File: config.mk
export PLATFORM = sky130hd
export DESIGN_NAME = dual_port_key_wakeup_gpio
export DESIGN_NICKNAME = d
export VERILOG_FILES = /design/src/logic/kwu_pkg.sv /design/src/logic/dual_port_key_wakeup_gpio.sv
export VERILOG_INCLUDE_DIRS = /design/src /design/src/logic
export SDC_FILE = /design/constraint.sdc
export NUM_CORES = 1
export LEC_CHECK = 0
export BUFFER_PORTS_ARGS = -buffer_cell sky130_fd_sc_hd__buf_2
export CAP_MARGIN = 5
export CELL_PAD_IN_SITES_DETAIL_PLACEMENT = 1
export CELL_PAD_IN_SITES_GLOBAL_PLACEMENT = 2
export CORE_MARGIN = 10
export CORE_UTILIZATION = 25
export CTS_BUF_LIST = sky130_fd_sc_hd__clkbuf_8
export CTS_CLUSTER_DIAMETER = 200
export DETAILED_ROUTE_END_ITERATION = 10
export GPL_ROUTABILITY_DRIVEN = 0
export PLACE_DENSITY_LB_ADDON = 0.12
export RECOVER_POWER = 25
export SLEW_MARGIN = 5
export SYNTH_ARGS = -nofsm -noshare
export SYNTH_HDL_FRONTEND = slang
export SYNTH_SLANG_ARGS = --single-unit
File: constraint.sdc
create_clock -name clk_sys -period 2.8 [get_ports clk_sys]
set_input_delay 0.42 -clock clk_sys [delete_from_list [all_inputs] [get_ports clk_sys]]
set_output_delay 0.42 -clock clk_sys [all_outputs]
set_load 0.005 [all_outputs]
File: src/logic/kwu_params.svh
// Offsets, widths, reset values and timing counts of the key wake-up ports.
// Assumes an 8-bit byte-addressed register port and a 100 MHz bus clock.
//
// Notes on behaviour
// - Sixteen pins as two eight-bit ports.
// - Wake-up triggered by rising or falling edge.
// - Request when flag and enable both set.
// - All pins share one interrupt request.
// - Request wakes from stop and wait.
// - Stop-mode path free of register-access alignment.
// - Filter rejects short pulses in stop.
// - Detection works for inputs and outputs alike.
// - Direction 0 input, 1 output, resets 0.
// - Second direction register identical, always accessible.
// - Enable bits gate interrupt, reset 0.
// - Data registers always accessible, no reset value; the data latch here is cleared at reset.
// - Registers at fixed offsets from port J.
// - Edge sets flag, write one clears.
// - Polarity 0 falling plus pull-up, 1 rising plus pull-down.
// - Three samples per period, two accept.
// - Enabled edge starts shared filter oscillator.
`ifndef KWU_PARAMS_SVH
`define KWU_PARAMS_SVH

`define KWU_ADDR_W 8
`define KWU_DATA_W 8
`define KWU_PORT_W 8

`define KWU_OFF_J_DATA 8'h28
`define KWU_OFF_H_DATA 8'h29
`define KWU_OFF_J_DIR 8'h2a
`define KWU_OFF_H_DIR 8'h2b
`define KWU_OFF_J_EN 8'h2c
`define KWU_OFF_H_EN 8'h2d
`define KWU_OFF_J_FLAG 8'h2e
`define KWU_OFF_H_FLAG 8'h2f
`define KWU_OFF_J_POL 8'h30
`define KWU_OFF_H_POL 8'h31

`define KWU_RST_BYTE 8'h00
`define KWU_RST_PAIR 16'h0000

`define KWU_CLK_PERIOD_NS 10
`define KWU_FILTER_PERIOD_NS 300
`define KWU_FILTER_CYCLES (`KWU_FILTER_PERIOD_NS / `KWU_CLK_PERIOD_NS)
`define KWU_FILTER_VOTES 3
`define KWU_FILTER_ACCEPT 2

`endif

File: src/logic/kwu_pkg.sv
// Types shared by the key wake-up port block.
// Assumes kwu_params.svh is on the include path.
`include "kwu_params.svh"

package kwu_pkg;

	typedef struct packed {
		logic [`KWU_ADDR_W-1:0] addr;
		logic [`KWU_DATA_W-1:0] wdata;
		logic wr;
		logic rd;
	} bus_req_t;

	typedef struct packed {
		logic [`KWU_PORT_W-1:0] h;
		logic [`KWU_PORT_W-1:0] j;
	} port_pair_t;

	typedef enum logic [1:0] {
		FILT_IDLE = 2'b01,
		FILT_RUN = 2'b10
	} filt_state_t;

endpackage : kwu_pkg
File: src/logic/dual_port_key_wakeup_gpio.sv
// Two eight-bit ports with direction control and key wake-up interrupt.
// Assumes a single-cycle register master and asynchronous pad inputs.
`timescale 1ns/10ps
`default_nettype none
`include "kwu_params.svh"

module dual_port_key_wakeup_gpio #(
	parameter int FILTER_CYCLES = `KWU_FILTER_CYCLES
) (
	// Clock and reset.
	input wire logic clk_sys,
	input wire logic rst_n,
	// Register port.
	input wire kwu_pkg::bus_req_t bus_req,
	output logic [`KWU_DATA_W-1:0] rd_data,
	// Pads, port J in the low byte and port H in the high byte.
	input wire kwu_pkg::port_pair_t pin_in,
	output kwu_pkg::port_pair_t pin_out,
	output kwu_pkg::port_pair_t pin_oe,
	output kwu_pkg::port_pair_t pull_up_en,
	output kwu_pkg::port_pair_t pull_down_en,
	// Power state and wake-up request.
	input wire logic stop_mode,
	output logic irq
);

	localparam int PINS = 2 * `KWU_PORT_W;
	localparam int SLOT = FILTER_CYCLES / `KWU_FILTER_VOTES;

	// --------------------------------------------------------------
	// Registers
	// --------------------------------------------------------------

	logic [PINS-1:0] out_latch;
	logic [PINS-1:0] direction;
	logic [PINS-1:0] wake_enable;
	logic [PINS-1:0] edge_flags;
	logic [PINS-1:0] edge_polarity;
	logic [PINS-1:0] pin_level;
	logic [PINS-1:0] next_flags;
	logic [PINS-1:0] flag_set;
	logic [PINS-1:0] flag_clr;

	logic wr_j_data;
	logic wr_h_data;

	assign wr_j_data = bus_req.wr && (bus_req.addr == `KWU_OFF_J_DATA);
	assign wr_h_data = bus_req.wr && (bus_req.addr == `KWU_OFF_H_DATA);

	// The data latch is cleared so that the pads are defined, but software must not rely on it.
	always_ff @(posedge clk_sys or negedge rst_n) begin
		if (!rst_n) begin
			out_latch <= `KWU_RST_PAIR;
		end else begin
			if (wr_j_data) begin
				out_latch[7:0] <= bus_req.wdata;
			end
			if (wr_h_data) begin
				out_latch[15:8] <= bus_req.wdata;
			end
		end
	end

	always_ff @(posedge clk_sys or negedge rst_n) begin
		if (!rst_n) begin
			direction <= `KWU_RST_PAIR;
		end else if (bus_req.wr) begin
			if (bus_req.addr == `KWU_OFF_J_DIR) begin
				direction[7:0] <= bus_req.wdata;
			end
			if (bus_req.addr == `KWU_OFF_H_DIR) begin
				direction[15:8] <= bus_req.wdata;
			end
		end
	end

	always_ff @(posedge clk_sys or negedge rst_n) begin
		if (!rst_n) begin
			wake_enable <= `KWU_RST_PAIR;
		end else if (bus_req.wr) begin
			if (bus_req.addr == `KWU_OFF_J_EN) begin
				wake_enable[7:0] <= bus_req.wdata;
			end
			if (bus_req.addr == `KWU_OFF_H_EN) begin
				wake_enable[15:8] <= bus_req.wdata;
			end
		end
	end

	always_ff @(posedge clk_sys or negedge rst_n) begin
		if (!rst_n) begin
			edge_polarity <= `KWU_RST_PAIR;
		end else if (bus_req.wr) begin
			if (bus_req.addr == `KWU_OFF_J_POL) begin
				edge_polarity[7:0] <= bus_req.wdata;
			end
			if (bus_req.addr == `KWU_OFF_H_POL) begin
				edge_polarity[15:8] <= bus_req.wdata;
			end
		end
	end

	// --------------------------------------------------------------
	// Pad synchronisers
	// --------------------------------------------------------------

	logic [PINS-1:0] sync_a;
	logic [PINS-1:0] sync_b;
	logic [PINS-1:0] sync_c;

	always_ff @(posedge clk_sys or negedge rst_n) begin
		if (!rst_n) begin
			sync_a <= `KWU_RST_PAIR;
			sync_b <= `KWU_RST_PAIR;
			sync_c <= `KWU_RST_PAIR;
		end else begin
			sync_a <= pin_in;
			sync_b <= sync_a;
			sync_c <= sync_b;
		end
	end

	// A pin level only moves once two settled stages agree, so a metastable sample never counts.
	always_ff @(posedge clk_sys or negedge rst_n) begin
		if (!rst_n) begin
			pin_level <= `KWU_RST_PAIR;
		end else begin
			pin_level <= (sync_b & sync_c) | (pin_level & (sync_b ^ sync_c));
		end
	end

	// --------------------------------------------------------------
	// Edge detection
	// --------------------------------------------------------------

	logic [PINS-1:0] trig_level;
	logic [PINS-1:0] trig_prev;
	logic [PINS-1:0] active_edge;

	// Pads are watched whatever the direction, so an output pin can wake the part too.
	assign trig_level = (pin_level & edge_polarity) | (~pin_level & ~edge_polarity);
	assign active_edge = trig_level & ~trig_prev;

	// Comparing against the polarity-qualified level means that flipping a polarity bit can
	// itself raise a flag; software clears the flags after setting the polarity.
	// The previous level resets high, as the reset trigger level is, so release sets no flag.
	always_ff @(posedge clk_sys or negedge rst_n) begin
		if (!rst_n) begin
			trig_prev <= {PINS{1'b1}};
		end else begin
			trig_prev <= trig_level;
		end
	end

	// --------------------------------------------------------------
	// Stop-mode filter
	// --------------------------------------------------------------

	kwu_pkg::filt_state_t filt_state;
	logic [7:0] filt_cnt;
	logic [1:0] votes;
	logic [PINS-1:0] pending;
	logic any_trig;
	logic any_start;
	logic sample_now;
	logic period_end;
	logic [1:0] next_votes;
	logic [PINS-1:0] filt_set;

	assign any_trig = |(trig_level & wake_enable);
	assign any_start = |(active_edge & wake_enable);
	assign sample_now = (filt_cnt == 8'(SLOT - 1)) || (filt_cnt == 8'(2 * SLOT - 1))
		|| (filt_cnt == 8'(3 * SLOT - 1));
	assign period_end = filt_cnt == 8'(3 * SLOT - 1);
	assign next_votes = votes + {1'b0, any_trig};

	always_comb begin
		filt_set = `KWU_RST_PAIR;
		if (filt_state == kwu_pkg::FILT_RUN && period_end
			&& next_votes >= 2'(`KWU_FILTER_ACCEPT)) begin
			filt_set = pending | (active_edge & wake_enable);
		end
	end

	// One shared filter serves all pins: a second pulse inside a running period is merged.
	always_ff @(posedge clk_sys or negedge rst_n) begin
		if (!rst_n) begin
			filt_state <= kwu_pkg::FILT_IDLE;
			filt_cnt <= 8'h00;
			votes <= 2'h0;
			pending <= `KWU_RST_PAIR;
		end else begin
			unique case (filt_state)
				kwu_pkg::FILT_IDLE: begin
					filt_cnt <= 8'h00;
					votes <= 2'h0;
					pending <= `KWU_RST_PAIR;
					if (stop_mode && any_start) begin
						filt_state <= kwu_pkg::FILT_RUN;
						pending <= active_edge & wake_enable;
					end
				end
				kwu_pkg::FILT_RUN: begin
					pending <= pending | (active_edge & wake_enable);
					if (sample_now) begin
						votes <= next_votes;
					end
					if (period_end || !stop_mode) begin
						filt_state <= kwu_pkg::FILT_IDLE;
						filt_cnt <= 8'h00;
					end else begin
						filt_cnt <= filt_cnt + 8'h01;
					end
				end
				default: begin
					filt_state <= kwu_pkg::FILT_IDLE;
				end
			endcase
		end
	end

	// --------------------------------------------------------------
	// Edge flags and interrupt
	// --------------------------------------------------------------

	// In stop mode only the filter may set a flag; otherwise every active edge does.
	assign flag_set = stop_mode ? filt_set : active_edge;

	always_comb begin
		flag_clr = `KWU_RST_PAIR;
		if (bus_req.wr && bus_req.addr == `KWU_OFF_J_FLAG) begin
			flag_clr[7:0] = bus_req.wdata;
		end
		if (bus_req.wr && bus_req.addr == `KWU_OFF_H_FLAG) begin
			flag_clr[15:8] = bus_req.wdata;
		end
		next_flags = (edge_flags & ~flag_clr) | flag_set;
	end

	always_ff @(posedge clk_sys or negedge rst_n) begin
		if (!rst_n) begin
			edge_flags <= `KWU_RST_PAIR;
		end else begin
			edge_flags <= next_flags;
		end
	end

	// One request for all sixteen pins; it serves stop and wait alike.
	always_ff @(posedge clk_sys or negedge rst_n) begin
		if (!rst_n) begin
			irq <= 1'b0;
		end else begin
			irq <= |(next_flags & wake_enable);
		end
	end

	// --------------------------------------------------------------
	// Pads
	// --------------------------------------------------------------

	always_ff @(posedge clk_sys or negedge rst_n) begin
		if (!rst_n) begin
			pin_out <= `KWU_RST_PAIR;
			pin_oe <= `KWU_RST_PAIR;
			pull_up_en <= {PINS{1'b1}};
			pull_down_en <= `KWU_RST_PAIR;
		end else begin
			pin_out <= out_latch;
			pin_oe <= direction;
			pull_up_en <= ~edge_polarity & ~direction;
			pull_down_en <= edge_polarity & ~direction;
		end
	end

	// --------------------------------------------------------------
	// Read port
	// --------------------------------------------------------------

	logic [PINS-1:0] data_view;

	assign data_view = (direction & out_latch) | (~direction & pin_level);

	always_ff @(posedge clk_sys or negedge rst_n) begin
		if (!rst_n) begin
			rd_data <= `KWU_RST_BYTE;
		end else if (bus_req.rd) begin
			case (bus_req.addr)
				`KWU_OFF_J_DATA: rd_data <= data_view[7:0];
				`KWU_OFF_H_DATA: rd_data <= data_view[15:8];
				`KWU_OFF_J_DIR: rd_data <= direction[7:0];
				`KWU_OFF_H_DIR: rd_data <= direction[15:8];
				`KWU_OFF_J_EN: rd_data <= wake_enable[7:0];
				`KWU_OFF_H_EN: rd_data <= wake_enable[15:8];
				`KWU_OFF_J_FLAG: rd_data <= edge_flags[7:0];
				`KWU_OFF_H_FLAG: rd_data <= edge_flags[15:8];
				`KWU_OFF_J_POL: rd_data <= edge_polarity[7:0];
				`KWU_OFF_H_POL: rd_data <= edge_polarity[15:8];
				default: rd_data <= `KWU_RST_BYTE;
			endcase
		end else begin
			rd_data <= `KWU_RST_BYTE;
		end
	end

endmodule : dual_port_key_wakeup_gpio
`default_nettype wire

* Yosys cells after proc, flatten, opt, wreduce, memory -nomap -nowiden
Cells that the tools add are included.
Word-level totals: flip-flop bits (word level) 261, logic and storage cells 111
Operators by class: $add $sub $neg 2, $lt $le $gt $ge 1, equal/unequal tests 18, mux-type cells 15, bitwise logic cells 24, reduce and logical (&&, ||, !) cells 23
Operator list (number):
- 16-bit AND | 13
- 8-bit by 6-bit == test with 1-bit output, second input constant | 10
- 16-bit inverter | 5
- 16-bit OR | 5
- 8-bit case mux with 10 select lines | 1
- 16-bit 2-to-1 mux | 3
- 16-bit OR reduction | 3
- 8-bit 2-to-1 mux | 4
- 16-bit case mux with 2 select lines | 1
- 8-bit by 5-bit == test with 1-bit output, second input constant | 2
- 8-bit case mux with 2 select lines | 1
- 2-bit AND reduction | 8
- 16-bit XOR | 1
- 8-bit by 1-bit adder with 8-bit output, second input constant | 1
- 8-bit by 4-bit == test with 1-bit output, second input constant | 1
- 2-bit case mux with 2 select lines | 2
- 1-bit logical AND | 7
- 2-bit 2-to-1 mux | 3
- 2-bit inequality test, second input constant | 2
- 1-bit logical OR | 3
- 2-bit by 1-bit adder with 2-bit output | 1
- 2-bit by 1-bit == test with 1-bit output, second input constant | 1
- 2-bit == test, second input constant | 1
- 2-bit greater-or-equal comparator, second input constant | 1
- 3 further kinds | 3

* Depth between registers and ports, before layout
Gate-level depths: netlist of the first run.
depth in word-level cells 13, mapped depth 13

* Worst setup path after synthesis of the first run
No wires, ideal clock.
path kind register to register, from register pin_level[5], to register edge_flags[11], library setup time 131 ps, arrival 2539 ps, path slack 129 ps, cell stages (with the launch flop) 12, path buffers 1, path through dfrtp_1 xor2_1 inv_1 a221oi_1 nand4_1 or3_1 ha_1 xnor2_1 nor3_4 buf_6 o21a_1 or3_1
Between the ends: longest elaborated chain between the ends 11, elaborated cells on any way between the ends 12
Ends and longest elaborated chain:
- start: declaration | RTL line dual_port_key_wakeup_gpio.sv:39 | logic [PINS-1:0] pin_level;
- start signal: assignment | RTL line dual_port_key_wakeup_gpio.sv:126 | pin_level <= `KWU_RST_PAIR;
- start signal: assignment | RTL line dual_port_key_wakeup_gpio.sv:128 | pin_level <= (sync_b & sync_c) | (pin_level & (sync_b ^ sync_c));
- 16-bit inverter | RTL line dual_port_key_wakeup_gpio.sv:141 | assign trig_level = (pin_level & edge_polarity) | (~pin_level & ~edge_polarity);
- 16-bit AND | RTL line dual_port_key_wakeup_gpio.sv:141
- 16-bit OR * | RTL line dual_port_key_wakeup_gpio.sv:141
- named net trig_level[5] | RTL line dual_port_key_wakeup_gpio.sv:136 | logic [PINS-1:0] trig_level;
- 16-bit AND * | RTL line dual_port_key_wakeup_gpio.sv:170 | assign any_trig = |(trig_level & wake_enable);
- 16-bit OR reduction * | RTL line dual_port_key_wakeup_gpio.sv:170
- 2-bit by 1-bit adder with 2-bit output * | RTL line dual_port_key_wakeup_gpio.sv:175 | assign next_votes = votes + {1'b0, any_trig};
- 2-bit greater-or-equal comparator * | RTL line dual_port_key_wakeup_gpio.sv:180 | && next_votes >= 2'(`KWU_FILTER_ACCEPT)) begin
- 1-bit logical AND * | RTL line dual_port_key_wakeup_gpio.sv:179 | if (filt_state == kwu_pkg::FILT_RUN && period_end
- 16-bit 2-to-1 mux * | RTL line dual_port_key_wakeup_gpio.sv:179
- 16-bit 2-to-1 mux * | RTL line dual_port_key_wakeup_gpio.sv:227 | assign flag_set = stop_mode ? filt_set : active_edge;
- 16-bit OR * | RTL line dual_port_key_wakeup_gpio.sv:237 | next_flags = (edge_flags & ~flag_clr) | flag_set;
- named net next_flags[11] | RTL line dual_port_key_wakeup_gpio.sv:40 | logic [PINS-1:0] next_flags;
- end signal: assignment | RTL line dual_port_key_wakeup_gpio.sv:242 | edge_flags <= `KWU_RST_PAIR;
- end signal: assignment | RTL line dual_port_key_wakeup_gpio.sv:244 | edge_flags <= next_flags;
- end: declaration | RTL line dual_port_key_wakeup_gpio.sv:37 | logic [PINS-1:0] edge_flags;
The timed path passes the listed nets; every way through them passes the cells marked *. A chain may end at the register's enable or synchronous reset.

* Final worst setup path of the first run
Ends and elaborated chain as after synthesis.

==> results.md, run 1 <==
- Max cap viols: 1
- Grt ovf: 0
- Drt drc: 0
- Number of global-route vias before repair: 8,753
- Status: complete, but fails checks
- Hold_sp: bus_req[3]
- Crit end category: flop
- Post-DRT Antenna Nets: 0
- P_sw: 2.65 mW
- Total die area: 51,100 um2
- Initial DRC Count: slightly below 300
- Synthesized flop and latch total: 261
- Clk pwr share: a little over two fifths
- Hold WC Path Type: in -> reg
- Top-area cell type share of the netlist area: 53.7%
- Post-synth EDFFs: 0
- Leakage: 6.65 nW
- Port Buf Inserts: 109
- FMAX: 0.342 GHz
- Failing checks: capacitance limit, slew limit, setup timing
- Primary FF master, synth: dfrtp_1
- Drt pass-1 iters: 5
- Setup crit start kind: flop
- Largest family of logic cells by synthesized area: compound AO/OA/AOI/OAI gates
- Adder-cell share of the synthesized area: 2.47%
- Vias post-DR: 7,872
- Global-route wire length before repair: 57,400 um
- Sequential area share after synthesis: around three fifths
- Max-slew violation count: 64
- Number of I/O pins: 110
- # placed instances: 1,583
- Die height: 226 um
- Filler Cell Count: ~4,600
- Simple-Gate Fraction of Synth Area: ~11%
- Largest net degree at the start of global routing: 67
- Fin worst setup slack: -0.126 ns
- Clock-pin slew on the worst setup and hold paths: 0.06 ns
- WL per Instance: ~22 um
- Final min period: 2.93 ns
- Clock sink total: 261
- Post-Synthesis Cells: 837
- Post-Synth XOR/XNOR Area: 1.90%
- Core footprint: ~42,000 um2
- Clk_skew: 0.0201 ns
- Switching share of power: 28.4%
- Place WS: -0.472 ns
- Htree depth: 2
- Chip Width: 226 um
- Crit. Startpoint: pin_level[5]$_DFF_PN0_
- Site Rows: 75
- Clock Tree Root: clkbuf_8
- Initial antenna violation count: 0
- Tcrit/Tclk final: 105%
- Area leader, netlist: dfrtp_1
- Share of cells above drive strength 1: between 30% and 40%
- CTS max path bufs: 3
- Share of synthesized registers carrying an async set or reset: 100%
- RSZ-0062 raised after global routing: yes
- Post-Syn Nets: about 900
- Mean Syn Cell Area: 12.7 um2
- CP Class: reg -> reg
- Power Internal: 6.67 mW
- Initial core utilization: 25.3%
- All-Layer GR Usage: 15.1%
- Unique cell type count in the Yosys netlist: 67
- Antenna diodes: 0
- Comb power frac: between 10% and 20%
- CTS tree: done
- Cell Pwr Density: 664 nW/um2
- Worst slew margin: -28.1%
- Slew at the pin closest to its max-slew limit: approximately 1.9 ns
- Crit path max fanout: 2
- Area growth from synthesis to layout: 32.2%
- Ranking of synthesized cells by area: dfrtp_1 (54%), dfstp_2 (8.2%), mux2_2 (7.4%)
- DP Wirelength: around 28,000 um
- CP required: 3.30 ns
- DR vias/cell: 4.64
- Worst path arrival time: 3.43 ns
- Final non-filler cell total: 1,698
- WL final: around 38,000 um
- FF-to-FF Start: pin_level[5]$_DFF_PN0_
- Post-synthesis mux area share: around 7.7%
- VDD IR max: 0.000446 V
- CTS Buf Count: between 40 and 50
- Final setup violation count: 8
- Seq pwr share: around 45%
- Nets@finish: ~1,200
- Mapped Area: 10,600 um2
- Compound-Gate Fraction of Synth Area: roughly an eighth
- Final hold violation count: 0
- Later-pin clock latency in the skew report: 0.63 ns
- Yosys warns: 0
-- metal layers --
| layer | vias up | GRT usage [%] | routed length [um] |
|---|---|---|---|
| li1 | 3628 | - | - |
| met1 | 4043 | 19.6 | 17700 |
| met2 | 141 | 24.6 | 17900 |
| met3 | 60 | 3.31 | 1540 |
| met4 | 0 | 4.76 | 949 |
| met5 | - | 0 | 0 |
-- worst paths after layout --
| path | endpoint | slack (ns) | depth (start not counted) |
|---|---|---|---|
| min | wake_enable[9]$_DFFE_PN0P_ | 0.18 | 2 |
| max | edge_flags[11]$_DFF_PN0_ | -0.13 | 13 |
| min reg2reg | sync_b[12]$_DFF_PN0_ | 0.35 | 0 |
| max in group asynchronous | trig_prev[6]$_DFF_PN1_ | 0.66 | 3 |
| min in group asynchronous | pin_oe[3]$_DFF_PN0_ | 0.88 | 2 |
| max reg2reg | edge_flags[11]$_DFF_PN0_ | -0.13 | 13 |
-- through the flow --
| step | area, um2 | TNS, ns | util, % | hold slack (ns) | power (mW) |
|---|---|---|---|---|---|
| finish | 14000 | -0.336 | 33.5 | 0.184 | 9.33 |
| global route | 14000 | -1.80 | 33.5 | 0.165 | 9.82 |
| global placement | 12800 | -2.85 | 30.4 | 0.332 | 5.47 |
| detailed placement | 12800 | -3.21 | 30.4 | 0.336 | 5.48 |
| floorplan | 10600 | 0 | - | 0.124 | 4.71 |
| CTS | 14000 | -0.267 | 33.4 | 0.145 | 9.53 |
-- cells in the final DEF (no fill, tap or decap), types with 5 or more instances in the layout --
master and n:
ha_1 20, nand2b_1 11, dfrtp_1 228, xor2_1 12, and2_1 5, clkbuf_1 16
dlygate4sd3_1 17, a31oi_1 16, nor2_1 40, a21oi_1 36, buf_2 107, nand2_1 57
clkinv_2 6, a32oi_1 10, a22oi_1 10, a21o_1 17, nor2b_1 20, a222oi_1 5
nand3b_1 5, dfstp_2 33, buf_12 5, mux2_2 70, nand4_1 6, clkbuf_8 65
xnor2_1 9, and3_1 10, buf_4 114, o2111ai_1 16, inv_1 52, nand2_2 5
o21ai_0 19, nand3_1 16
-- logic make-up (layout without fill, tap and decap cells) --
| family | count (synthesis) | in the layout |
|---|---|---|
| and+or+nand+nor | 204 | 204 |
| AOI/OAI and AO/OA | 186 | 186 |
| xor gates and xnor gates | 23 | 23 |
| DFF | 261 | 261 |
| muxes | 73 | 73 |
| adders and majority gates | 21 | 21 |
| buffers and inverters | 69 | 391 |
-- critical path, stage by stage (launching register included) --
cell	delay [ns]
dfrtp_1	0.39
xor2_1	0.22
inv_1	0.10
a221oi_2	0.29
nand4_1	0.14
or3_4	0.44
ha_4	0.20
xnor2_4	0.17
nor3_4	0.05
buf_6	0.13
buf_6	0.10
buf_6	0.10
o21a_1	0.08
or3_1	0.35
-- power by group through the flow --
stage / sequential [mW] / clock (mW) / combinational, mW
after global routing: 4.20 / 4.24 / 1.37
after global placement: 4.23 / 0 / 1.24
after detailed placement: 4.24 / 0 / 1.24
after floorplan: 4.21 / 0 / 0.504
after CTS: 4.18 / 4.08 / 1.27
final: 4.17 / 3.91 / 1.24
-- Yosys cell counts, types with 11 or more instances --
cell type / count
o21ai_0: 24
a31oi_1: 16
mux2_2: 70
a21o_1: 17
dfstp_2: 33
nor2_1: 40
a32oi_1: 11
nor2b_1: 21
clkbuf_1: 19
nand2b_1: 11
o2111ai_1: 16
ha_1: 21
xor2_1: 13
nand3_1: 16
dfrtp_1: 228
nand2_1: 57
a21oi_1: 36
inv_1: 36
-- final cells by class --
class                      instances  area (um2)  share of cell area [%]
inverter                          37         139                   0.989
timing repair buffer             264        1770                    12.6
tap                              539         674                    4.80
clock inverter                    25         143                    1.02
sequential                       261        6570                    46.8
multi-input combinational        507        3850                    27.4
clock buffer                      65         895                    6.37
-- what timing repair did --
action	in CTS	in global routing
setup endpoints to repair	17	14
setup buffers	5	4
endpoints found under the hold margin	67	0
resized for setup	8	19
hold buffers	17	0
pin swaps	8	12
Power figures use the tool's default switching activity.
==> inputs of run 2 (changes only) <==
--- a/config.mk
+++ b/config.mk
@@ -11,5 +11,5 @@
 export CELL_PAD_IN_SITES_DETAIL_PLACEMENT = 1
 export CELL_PAD_IN_SITES_GLOBAL_PLACEMENT = 2
-export CORE_MARGIN = 10
+export CORE_MARGIN = 5
 export CORE_UTILIZATION = 25
 export CTS_BUF_LIST = sky130_fd_sc_hd__clkbuf_8
==> constraint.sdc (replaced) <==
create_clock -name clk_sys -period 2.8 [get_ports clk_sys]
set_input_delay 0.42 -clock clk_sys [delete_from_list [all_inputs] [get_ports clk_sys]]
set_output_delay 0.42 -clock clk_sys [all_outputs]
set_load 0.05 [all_outputs]
==> run 2 against run 1 <==
The flow finishes with violations (capacitance limit, slew limit). Largest cell class unchanged. Register-to-register slack better by 0.14 ns. Critical path depth stayed put. Non-clock buffer count grew 10. Wire length is 1.7% lower. Sequential power barely moved. Critical path type unchanged.
==> results.md, run 2 (synthesis gave the netlist of run 1 again) <==
- Status: complete, but fails checks
- Failing checks: capacitance limit, slew limit
- Chip Width: 216 um (-4.4%)
- WL final: 37,400 um (-1.7%)
- Reg2reg setup slack: 0.02 ns (+0.14 ns)
- Grt peak-use layer: met2
- Max cap viols: 1 (unchanged)
- GR Util met3: 3.38% (+0.069 points)
- Final instance area: 14,100 um2 (+0.67%)
- All-Layer GR Usage: 16.2% (+1.1 points)
- Clk_skew: 0.0174 ns (-0.00274 ns)
- Worst reg-to-reg path cell count: 13 (unchanged)
- DP Wirelength: 27,500 um (-1.8%)
- Largest net degree at the start of global routing: 63 (-6.0%)
- Antenna diodes: 0 (unchanged)
- Grt ovf: 0 (unchanged)
- CTS Buf Count: 47 (-4.1%)
- Post-DRT Antenna Nets: 0 (unchanged)
- Number of I/O pins: 110 (unchanged)
- Drt pass-1 iters: 4 (-1)
- Global-route wire length before repair: 57,700 um (+0.55%)
- Filler Cell Count: 4,604 (+0.28%)
- Area growth from synthesis to layout: 33.1%
- Htree depth: 2 (unchanged)
- Crit end category: flop
- Initial antenna violation count: 0 (unchanged)
- # placed instances: 1,577 (-0.38%)
- Worst path arrival time: 3.25 ns (-0.18 ns)
- Hold-critical path endpoint: out_latch[1]$_DFFE_PN0P_
- Worst slew margin: -15.6% (+13 points)
- Initial DRC Count: 441 (+51%)
- Crit path max fanout: 7 (+5)
- Die height: 216 um (-4.4%)
- Met2 GRT Util: 26.3% (+1.8 points)
- Drt drc: 0 (unchanged)
- Setup crit start kind: flop
- Leakage: 6.71 nW (+0.95%)
- Clock Tree Root: clkbuf_8
- Post-DP Area: 12,700 um2 (-0.55%)
- Max-slew violation count: 60 (-6.3%)
- FF-to-FF Start: pin_level[5]$_DFF_PN0_
- Register Area: 6570 um2 (unchanged)
- FMAX: 0.360 GHz (+5.2%)
- Total power: 9.43 mW (+1.2%)
- CTS tree: done
- Vias post-DR: 7,999 (+1.6%)
- Number of global-route vias before repair: 8,925 (+2.0%)
- Final non-filler cell total: 1,706 (+0.47%)
- Slew at the pin closest to its max-slew limit: 1.73 ns (-0.188 ns)
- Area of the multi-input gates: 3890 um2 (+0.81%)
- RSZ-0062 raised after global routing: yes
- Clock-pin slew on the worst setup and hold paths: 0.06 ns (about the same)
- Final setup violation count: 0 (-8)
- Met1 Usage GRT: 22.3% (+2.7 points)
- Post-Route Utilization: 33.6% (+0.15 points)
- Hold WC Path Type: in -> reg
- CP required: 3.27 ns (-0.03 ns)
- Later-pin clock latency in the skew report: 0.61 ns (-0.02 ns)
- Worst r2r dst: irq$_DFF_PN0_
- Final min period: 2.78 ns (-0.145 ns)
- Tcrit/Tclk final: 99.3% (-5.2 points)
- Clock sink total: 261 (unchanged)
- Initial core utilization: 25.3% (-0.057 points)
- Share of cells above drive strength 1: 39.2% (+1.1 points)
- Site Rows: 75 (unchanged)
- Port Buf Inserts: 109 (unchanged)
- Cell Pwr Density: 667 nW/um2 (+0.48%)
- Hold_sp: bus_req[3]
- Hold Path Cell Cnt: 2 (unchanged)
- Nets@finish: 1,186 (+0.68%)
- Final hold violation count: 0 (unchanged)
- Most common cell after layout, fill and taps aside: dfrtp_1
- Core footprint: 42,000 um2 (+0.22%)
- CTS max path bufs: 3 (unchanged)
- Commonest cells after routing, fill and taps aside: dfrtp_1 (228), buf_4 (121), buf_2 (108)
- DR vias/cell: 4.69 (+1.1%)
- CP Class: reg -> reg
- Total die area: 46,700 um2 (-8.6%)
- VDD IR max: 0.000349 V (-22%)
- WL per Instance: 21.9 um (-2.2%)
[run 2: changes by cell type in the layout (fill, tap and decap cells not counted), sizes merged]
cell,delta
buf,+11
clkbuf,-3
[run 2: critical path, stage by stage (launching register included)]
cell and delay, ns:
dfrtp_1 0.41, xor2_2 0.21, inv_2 0.07, a221oi_2 0.24, nand4_1 0.17, or3_4 0.45, ha_4 0.19, xnor2_4 0.18
nor3_4 0.08, buf_12 0.15, buf_6 0.12, a32oi_2 0.15, o21a_1 0.14, nand4_1 0.09
[run 2: repair_timing]
action / 4_1_cts / 5_1_grt
setup endpoints to repair: 17 / 11
hold buffers: 17 / 0
gates resized for setup: 17 / 12
endpoints found under the hold margin: 69 / 0
setup buffers: 23 / 3
pin swaps: 12 / 8
[run 2: layer usage]
| metal | part of all wire (%) | wire length (um) |
|---|---|---|
| met3 | 4.5 | 1690 |
| met2 | 47 | 17600 |
| met1 | 46 | 17400 |
| met5 | 0 | 0 |
| met4 | 2.0 | 747 |
[run 2: metrics by stage]
step,hold slack [ns],setup TNS (ns),worst slack [ns]
CTS,0.139,0,0.00158
finish,0.200,0,0.0185
detailed placement,0.336,-5.34,-0.443
global route,0.172,-0.280,-0.0978
floorplan,0.124,0,0.129
global placement,0.332,-4.05,-0.367
[run 2: how the worst max path moves through the flow]
stage,start,end,slack [ns]
after floorplan,pin_level[5]$_DFF_PN0_,edge_flags[11]$_DFF_PN0_,0.13
after global placement,edge_polarity[10]$_DFFE_PN0P_,edge_flags[14]$_DFF_PN0_,-0.37
after detailed placement,pin_level[10]$_DFF_PN0_,edge_flags[15]$_DFF_PN0_,-0.44
after CTS,edge_polarity[5]$_DFFE_PN0P_,irq$_DFF_PN0_,0.002
after global routing,pin_level[5]$_DFF_PN0_,irq$_DFF_PN0_,-0.1
final,pin_level[5]$_DFF_PN0_,irq$_DFF_PN0_,0.02
[run 2: cell type report]
type	count	area share, %
Clock inverter	25	1.03
Timing Repair Buffer	274	13.1
Multi-Input combinational cell	507	27.5
Clock buffer	63	6.13
Sequential cell	261	46.5
Inverter	37	0.982
Tap cell	539	4.77
[run 2: power breakdown]
| part | switching, mW | internal [mW] | leakage, nW | total, mW |
|---|---|---|---|---|
| Clock | 1.70 | 2.12 | 0.586 | 3.81 |
| Combinational | 0.951 | 0.496 | 2.84 | 1.45 |
| Sequential | 0.145 | 4.03 | 3.29 | 4.17 |
